## config.mk

```make
export PLATFORM = sky130hd
export DESIGN_NAME = cdd_decoder
export DESIGN_NICKNAME = d
export VERILOG_FILES = /design/src/cdd_pkg.sv /design/src/cdd_decoder.sv
export VERILOG_INCLUDE_DIRS = /design/src /design/src/src
export SDC_FILE = /design/constraint.sdc
export NUM_CORES = 2
export LEC_CHECK = 0
export BUFFER_PORTS_ARGS = -buffer_cell sky130_fd_sc_hd__buf_2
export CAP_MARGIN = 25
export CORE_MARGIN = 1
export CORE_UTILIZATION = 40
export CTS_CLUSTER_DIAMETER = 200
export CTS_CLUSTER_SIZE = 24
export DETAILED_ROUTE_END_ITERATION = 16
export PLACE_DENSITY = 0.51
export SETUP_SLACK_MARGIN = 0.1
export SYNTH_ARGS = -nofsm -noshare
export SYNTH_HDL_FRONTEND = slang
export SYNTH_SLANG_ARGS = --single-unit
```

## constraint.sdc

```tcl
create_clock -name i_mclk -period 20.7 [get_ports i_mclk]
set_clock_uncertainty 0.15 [all_clocks]
set_input_delay 3.105 -clock i_mclk [delete_from_list [all_inputs] [get_ports i_mclk]]
set_output_delay 3.105 -clock i_mclk [all_outputs]
set_load 0.01 [all_outputs]
```

## src/cdd_map.svh

```systemverilog
`ifndef CDD_MAP_SVH
`define CDD_MAP_SVH
// apb register byte offsets
`define CDD_OFS_INSTR 8'h00
`define CDD_OFS_DATA 8'h04
`define CDD_OFS_CFG 8'h08
// timing
`define CDD_CLEAR_TIME_US 6200
`define CDD_MCLK_MHZ 100
`define CDD_CLEAR_CYC (`CDD_CLEAR_TIME_US * `CDD_MCLK_MHZ)
`define CDD_SHORT_CYC 20'h00002
// reset values and fill pattern
`define CDD_RST_AC 7'h00
`define CDD_RST_SHIFT 7'h00
`define CDD_RST_BYTE 8'h00
`define CDD_BLANK_CHAR 8'h20
// instruction field positions
`define CDD_POS_ID 1
`define CDD_POS_SH 0
`define CDD_POS_DEN 2
`define CDD_POS_CUR 1
`define CDD_POS_BLK 0
`define CDD_POS_SC 3
`define CDD_POS_RL 2
`define CDD_POS_GC 3
`define CDD_POS_PWR 2
`define CDD_POS_BW 4
`define CDD_POS_N 3
`define CDD_POS_F 2
`define CDD_POS_FTH 1
`define CDD_POS_FTL 0
`define CDD_POS_BUSY 7
`endif

```

## src/cdd_pkg.sv

```systemverilog
package cdd_pkg;
  // stored mode and option bits
  typedef struct packed {
    logic glyph_sel;
    logic inc_dir;
    logic shift_on_entry;
    logic disp_en;
    logic cursor_en;
    logic blink_en;
    logic graphic_mode;
    logic power_on;
    logic bus_width_select;
    logic two_lines;
    logic big_glyph;
    logic font_table_select_hi;
    logic font_table_select_lo;
  } cdd_cfg_t;

  // instruction classes
  typedef enum logic [3:0] {
    CDD_NONE, CDD_CLEAR, CDD_HOME, CDD_ENTRY, CDD_DISP,
    CDD_SHIFT, CDD_MODE, CDD_FUNC, CDD_GADDR, CDD_DADDR
  } cdd_cls_t;

  // execution states
  typedef enum logic [1:0] {
    CDD_IDLE, CDD_BUSY_CLEAR, CDD_BUSY_SHORT
  } cdd_state_t;
endpackage

```

## src/cdd_decoder.sv

```systemverilog
// Our own choices: the APB interface to the registers and the register addresses.
`timescale 1ns/1ps
`include "cdd_map.svh"
// How it works
// - clear fills blanks, zeroes counter, within 6.2ms
// - home zeroes counter and display shift
// - entry mode stores direction and shift
// - display control stores enable, cursor, blink
// - shift instruction moves cursor or display
// - mode instruction stores graphic and power bits
// - function set stores width, lines, glyph, font
// - glyph address loads counter, selects glyph ram
// - display address loads counter, selects display ram
// - status read returns busy and counter
// - data write stores byte in selected ram
// - data read returns byte from selected ram
// - counter steps after data access, busy ends
// - busy blocks everything but status and config reads
// - graphic one means graphic; power one on
module cdd_decoder
  import cdd_pkg::*;
#(
  parameter int unsigned CLEAR_CYCLES = `CDD_CLEAR_CYC
)(
  input wire logic i_mclk,
  input wire logic i_rst,
  input wire logic i_psel,
  input wire logic i_penable,
  input wire logic i_pwrite,
  input wire logic [7:0] i_paddr,
  input wire logic [31:0] i_pwdata,
  output logic [31:0] o_prdata,
  output logic o_pready,
  output logic o_pslverr,
  output logic o_busy,
  output cdd_cfg_t o_cfg,
  output logic [6:0] o_disp_shift
);

  // ************************************************
  // decode
  // ************************************************
  logic pready_ff, busy_ff, step_pend_ff;
  cdd_state_t state_ff;
  logic [19:0] cnt_ff, clr_len_ff;
  logic [7:0] clr_idx_ff;
  logic [6:0] ac_ff, shift_ff;
  cdd_cfg_t cfg_ff;
  logic [7:0] dram [128];
  logic [7:0] gram [64];
  logic [7:0] ibyte;
  logic acc, setup, sel_instr, sel_data, sel_cfg;
  logic wr_instr, wr_data, rd_data, step_now;
  cdd_cls_t cls;
  logic [6:0] nxt_ac_step, nxt_ac_move, nxt_shift_move;
  logic [31:0] nxt_prdata;
  // highest set bit picks the class; bit 4 split by low bits
  function automatic cdd_cls_t classify(input logic [7:0] b);
    if (b[7]) return CDD_DADDR;
    if (b[6]) return CDD_GADDR;
    if (b[5]) return CDD_FUNC;
    if (b[4])
    begin
      if (b[1:0] == 2'h0) return CDD_SHIFT;
      if (b[1:0] == 2'h3) return CDD_MODE;
      return CDD_NONE;
    end
    if (b[3]) return CDD_DISP;
    if (b[2]) return CDD_ENTRY;
    if (b[1]) return CDD_HOME;
    if (b[0]) return CDD_CLEAR;
    return CDD_NONE;
  endfunction

  // access strobes, all data side blocked while busy
  assign ibyte = i_pwdata[7:0];
  assign cls = classify(ibyte);
  assign setup = i_psel & ~i_penable;
  assign acc = i_psel & i_penable & pready_ff;
  assign sel_instr = (i_paddr == `CDD_OFS_INSTR);
  assign sel_data = (i_paddr == `CDD_OFS_DATA);
  assign sel_cfg = (i_paddr == `CDD_OFS_CFG);
  assign wr_instr = acc & i_pwrite & sel_instr & ~busy_ff;
  assign wr_data = acc & i_pwrite & sel_data & ~busy_ff;
  assign rd_data = acc & ~i_pwrite & sel_data & ~busy_ff;
  assign step_now = (state_ff == CDD_BUSY_SHORT) && (cnt_ff == 20'h0)
    && step_pend_ff;

  // counter step and one-place moves
  always_comb
  begin
    nxt_ac_step = cfg_ff.inc_dir ? ac_ff + 7'h01 : ac_ff - 7'h01;
    if (cfg_ff.glyph_sel)
      nxt_ac_step = {1'b0, nxt_ac_step[5:0]};
    nxt_ac_move = ibyte[`CDD_POS_RL] ? ac_ff + 7'h01 : ac_ff - 7'h01;
    nxt_shift_move = ibyte[`CDD_POS_RL] ? shift_ff + 7'h01 : shift_ff - 7'h01;
  end

  // ************************************************
  // apb slave
  // ************************************************
  // read mux, sampled in the setup cycle
  always_comb
  begin
    nxt_prdata = 32'h0;
    if (sel_instr)
      nxt_prdata = {24'h0, busy_ff, ac_ff};
    else if (sel_data)
      nxt_prdata = {24'h0, cfg_ff.glyph_sel ? gram[ac_ff[5:0]]
        : dram[ac_ff]};
    else if (sel_cfg)
      nxt_prdata = {12'h0, shift_ff, cfg_ff};
  end
  // zero wait states; unmapped address answers with pslverr
  always_ff @(posedge i_mclk)
  begin
    if (i_rst)
    begin
      pready_ff <= 1'b0;
      o_pslverr <= 1'b0;
      o_prdata <= 32'h0;
    end
    else
    begin
      pready_ff <= setup;
      o_pslverr <= setup & ~(sel_instr | sel_data | sel_cfg);
      if (setup)
        o_prdata <= nxt_prdata;
    end
  end
  assign o_pready = pready_ff;
  // ************************************************
  // instruction execution
  // ************************************************
  // stored options
  always_ff @(posedge i_mclk)
  begin
    if (i_rst)
      cfg_ff <= '0;
    else if (wr_instr)
    begin
      unique case (cls)
        CDD_ENTRY:
        begin
          cfg_ff.inc_dir <= ibyte[`CDD_POS_ID];
          cfg_ff.shift_on_entry <= ibyte[`CDD_POS_SH];
        end
        CDD_DISP:
        begin
          cfg_ff.disp_en <= ibyte[`CDD_POS_DEN];
          cfg_ff.cursor_en <= ibyte[`CDD_POS_CUR];
          cfg_ff.blink_en <= ibyte[`CDD_POS_BLK];
        end
        CDD_MODE:
        begin
          cfg_ff.graphic_mode <= ibyte[`CDD_POS_GC];
          cfg_ff.power_on <= ibyte[`CDD_POS_PWR];
        end
        CDD_FUNC:
        begin
          cfg_ff.bus_width_select <= ibyte[`CDD_POS_BW];
          cfg_ff.two_lines <= ibyte[`CDD_POS_N];
          cfg_ff.big_glyph <= ibyte[`CDD_POS_F];
          cfg_ff.font_table_select_hi <= ibyte[`CDD_POS_FTH];
          cfg_ff.font_table_select_lo <= ibyte[`CDD_POS_FTL];
        end
        CDD_GADDR: cfg_ff.glyph_sel <= 1'b1;
        CDD_DADDR, CDD_CLEAR, CDD_HOME: cfg_ff.glyph_sel <= 1'b0;
        CDD_SHIFT, CDD_NONE: cfg_ff.glyph_sel <= cfg_ff.glyph_sel;
      endcase
    end
  end
  // address counter
  always_ff @(posedge i_mclk)
  begin
    if (i_rst)
      ac_ff <= `CDD_RST_AC;
    else if (wr_instr)
    begin
      if (cls == CDD_CLEAR || cls == CDD_HOME)
        ac_ff <= `CDD_RST_AC;
      else if (cls == CDD_GADDR)
        ac_ff <= {1'b0, ibyte[5:0]};
      else if (cls == CDD_DADDR)
        ac_ff <= ibyte[6:0];
      else if (cls == CDD_SHIFT && !ibyte[`CDD_POS_SC])
        ac_ff <= nxt_ac_move;
    end
    else if (step_now)
      ac_ff <= nxt_ac_step;
  end
  // display shift offset, ram contents untouched
  always_ff @(posedge i_mclk)
  begin
    if (i_rst)
      shift_ff <= `CDD_RST_SHIFT;
    else if (wr_instr && (cls == CDD_CLEAR || cls == CDD_HOME))
      shift_ff <= `CDD_RST_SHIFT;
    else if (wr_instr && cls == CDD_SHIFT && ibyte[`CDD_POS_SC])
      shift_ff <= nxt_shift_move;
    else if (step_now && cfg_ff.shift_on_entry && !cfg_ff.glyph_sel)
      shift_ff <= cfg_ff.inc_dir ? shift_ff + 7'h01 : shift_ff - 7'h01;
  end
  // busy sequencing: long for clear, short for other decoded instructions and data accesses
  always_ff @(posedge i_mclk)
  begin
    if (i_rst)
    begin
      state_ff <= CDD_IDLE;
      busy_ff <= 1'b0;
      cnt_ff <= 20'h0;
      step_pend_ff <= 1'b0;
      clr_idx_ff <= 8'h0;
    end
    else
    begin
      unique case (state_ff)
        CDD_IDLE:
        begin
          if (wr_instr && cls == CDD_CLEAR)
          begin
            state_ff <= CDD_BUSY_CLEAR;
            busy_ff <= 1'b1;
            cnt_ff <= 20'(CLEAR_CYCLES - 1);
            clr_idx_ff <= 8'h0;
          end
          else if ((wr_instr && cls != CDD_NONE) || wr_data || rd_data)
          begin
            state_ff <= CDD_BUSY_SHORT;
            busy_ff <= 1'b1;
            cnt_ff <= `CDD_SHORT_CYC - 20'h1;
            step_pend_ff <= wr_data | rd_data;
          end
        end
        CDD_BUSY_CLEAR, CDD_BUSY_SHORT:
        begin
          if (!clr_idx_ff[7])
            clr_idx_ff <= clr_idx_ff + 8'h01;
          if (cnt_ff == 20'h0)
          begin
            state_ff <= CDD_IDLE;
            busy_ff <= 1'b0;
            step_pend_ff <= 1'b0;
          end
          else
            cnt_ff <= cnt_ff - 20'h1;
        end
      endcase
    end
  end

  // ************************************************
  // ram arrays
  // ************************************************
  // display ram; clear blanking takes priority over data
  always_ff @(posedge i_mclk)
  begin
    if (state_ff == CDD_BUSY_CLEAR && !clr_idx_ff[7])
      dram[clr_idx_ff[6:0]] <= `CDD_BLANK_CHAR;
    else if (wr_data && !cfg_ff.glyph_sel)
      dram[ac_ff] <= ibyte;
  end
  // glyph ram, written only while it is selected
  always_ff @(posedge i_mclk)
  begin
    if (wr_data && cfg_ff.glyph_sel)
      gram[ac_ff[5:0]] <= ibyte;
  end
  // status outputs
  assign o_busy = busy_ff;
  assign o_cfg = cfg_ff;
  assign o_disp_shift = shift_ff;

  // cycles spent so far in the clear busy state
  always_ff @(posedge i_mclk)
  begin
    if (i_rst || state_ff != CDD_BUSY_CLEAR)
      clr_len_ff <= 20'h0;
    else
      clr_len_ff <= clr_len_ff + 20'h1;
  end
endmodule

```

==> impl_metrics.ini <==
[run_status]
outcome = complete, no violations

[final_layout]
fill_cells = 14180
drive_gt1_frac = 0.1730
fin_cells = 5815
nets = 3681
area_delta_synth_final_pct = 7.990
final_area_sq_um = 69960

[clock_network]
clockBufferDepth = 3
cts_tree = yes
cts_resized = 0
hold_buffers = 0
cts_buffers = 77
root_buffer = clkbuf_16
h-tree-depth = 3
cts.sinks = 1624
clk_pin_slew_worst_paths_ns = 0.10
clock_latency_ns = 0.72
postCtsSetupRepairBufs = 0

[global_route]
first_global_vias = 33810
grt-ovfl-total = 0
grt_pass1_wl_um = 259800
grt_antenna_before_repair = 5
grt.total_usage = 0.2241
grt_max_degree = 115

[setup_path]
cp_data_arrival_time_ns = 7.39
startpoint_type = input pin
worstSetupEndpointType = flip-flop
worst-setup-path-type = input pin to flip-flop
worstPathRequired_ns = 20.88
crit_path_max_fanout = 15

[logic_synthesis]
seq_area_frac_synth = 0.7392
avgSynthCellArea_sq_um = 17.99
syn_area_sq_um = 64780
synth.area.top_cells = edfxtp_1 71%, mux4_2 12%, dfxtp_1 2.7%
yosysTopAreaCell = edfxtp_1
syn_inst = 3601
yosys_warnings = 0
synthDominantCellAreaShare = 0.7120
synth_cell_type_count = 80
ys_seq_elements = 1624
synth_edf_count = 1536
synth_ff_type = edfxtp_1
async_flop_share = 0

[job]
cap_violations = 0

[routing]
drtAntennaViolNets = 0
dr.pass1.iters = 6
drtIter0Drc = 3885
dr_total_vias = 34210
drc = 0
wl_um = 182900
wl_per_cell_um = 31.45
routed_via_density = 5.884

[sta]
tightestPinTransition_ns = 1.112
final.setup.worst_slack_ns = 13.50
grt_setup_unrepaired = false
max_slew_margin = 0.2493
setup_viol = 0
final.setup.tns_ns = 0
timing.fmax_ghz = 0.1389
post-route-period-util = 0.3479
drv_slew = 0
hold_viol = 0
min_period_ns = 7.202

[floorplan]
die_w_um = 404.4
ioPinCount = 100
start_util = 0.4030
core-area_sq_um = 160800
die-area_sq_um = 163600
rows = 147
die_y_um = 404.4

[placement]
place_congestion = 0.8431
placed_area_sq_um = 67740
dp_cells = 5699
dpl_worst_slack_ns = 12.78
port_buffers = 63
dp_hpwl_um = 115200

[pwr]
ir_drop_uv = 60.27
p_leak_nw = 21.95
power.density_nw_per_um2 = 76.32
power_mw = 5.340

[hold_path]
hold_path_class = flip-flop to flip-flop
power breakdown:
part,switching (mW),internal [mW]
combinational,0.0437,0.0102
clock,1.03,0.705
sequential,0.000742,3.55
total,1.07,4.26
per-stage QoR:
step / util / hold slack (ns)
2_1_floorplan: - / 0.2791
3_3_place_gp: 0.4211 / 0.3032
3_5_place_dp: 0.4214 / 0.3018
4_1_cts: 0.4348 / 0.3170
5_1_grt: 0.4352 / 0.3321
6_report: 0.4352 / 0.3160
flip-flops by register name (all words and copies together) (netlist names), 2 cells and up, named ones only:
signal / count
o_prdata: 20
ac_ff: 7
state_ff: 2
gram: 512
o_cfg: 13
o_disp_shift: 7
dram: 1024
cnt_ff: 20
clr_idx_ff: 8
cells in the mapped netlist (12+ instances only):
cell type,count
a221oi_1,16
dfxtp_1,88
nor2b_1,16
nand2_1,163
nand4_1,23
nor2_1,307
a31oi_1,17
mux2i_1,147
ha_1,12
o211ai_1,16
or3_1,16
a22o_1,12
buf_2,41
clkbuf_1,123
a211oi_1,30
nand3b_1,16
buf_1,43
o21ai_0,67
a22oi_1,79
buf_4,13
edfxtp_1,1536
o22ai_1,25
a21oi_1,117
nor3_1,63
mux4_2,331
and2_1,13
nand2b_1,13
inv_1,24
nand3_1,55
worst paths after layout:
kind | slack, ns | start | cells after the start | to
setup reg to reg | 14.91 | flip-flop | 8 | o_prdata[4]$_SDFFE_PP0P_
hold reg to reg | 0.32 | cnt_ff[16]$_SDFFE_PP0P_ | 2 | cnt_ff[16]$_SDFFE_PP0P_
setup / recovery | 13.50 | i_paddr[1] | 8 | dram[116][7]$_DFFE_PP_
hold / removal | 0.32 | cnt_ff[16]$_SDFFE_PP0P_ | 2 | cnt_ff[16]$_SDFFE_PP0P_
layer usage:
metal,GRT usage,share of wire,wire [um],vias to the layer above
met5,0,0.00016,30,-
met4,0.05203,0.021,3769,4
met3,0.03758,0.069,12670,175
met2,0.3453,0.46,84310,1153
met1,0.3328,0.45,82130,18380
li1,-,-,-,14500
cells in the final DEF (no fill, tap or decap), types with 10 or more instances in the layout:
cell type	count
clkbuf_1	24
conb_1	12
o211ai_1	16
clkbuf_16	78
nand3b_1	16
a22o_1	12
inv_1	24
nor3_1	56
a221oi_1	16
or4_1	10
or2_2	10
and3_1	10
edfxtp_1	1536
mux2i_1	147
a22oi_1	79
a211oi_1	30
o21ai_0	67
nand4_1	23
buf_4	80
nor2_1	304
and2_1	10
nand2_1	163
a21oi_1	117
ha_1	12
nand3_1	55
xnor2_1	10
mux4_2	331
o22ai_1	25
nand2b_1	13
or3_1	13
dfxtp_1	82
a31oi_1	17
buf_2	63
worst max-delay path, stage by stage:
cell and delay [ns]:
buf_2 0.09, nor4_1 0.76, nand4_1 0.47, or2_0 0.49
a21oi_1 0.68, nand2_1 0.17, or2_2 0.66, nor2_1 0.92
cells by family after synthesis:
kind of cell,share of synthesized area
fa+ha+maj,0.002318
buf+inv,0.01591
flops,0.7392
simple gates,0.05344
xor+xnor,0.002298
mux,0.1386
other cells,0.00005788
compound gates,0.04817
area by class of cell:
type | instances | area, sq um | share of cell area
clock inverter | 7 | 112.6 | 0.001610
multi-input combinational | 1740 | 16010 | 0.2288
sequential | 1624 | 47910 | 0.6848
inverter | 28 | 105.1 | 0.001502
tap | 2160 | 2703 | 0.03863
clock buffer | 102 | 2042 | 0.02919
antenna | 1 | 2.502 | 0.00003577
timing repair buffer | 153 | 1080 | 0.01543
Note: power is estimated with default switching activity, not from simulation.
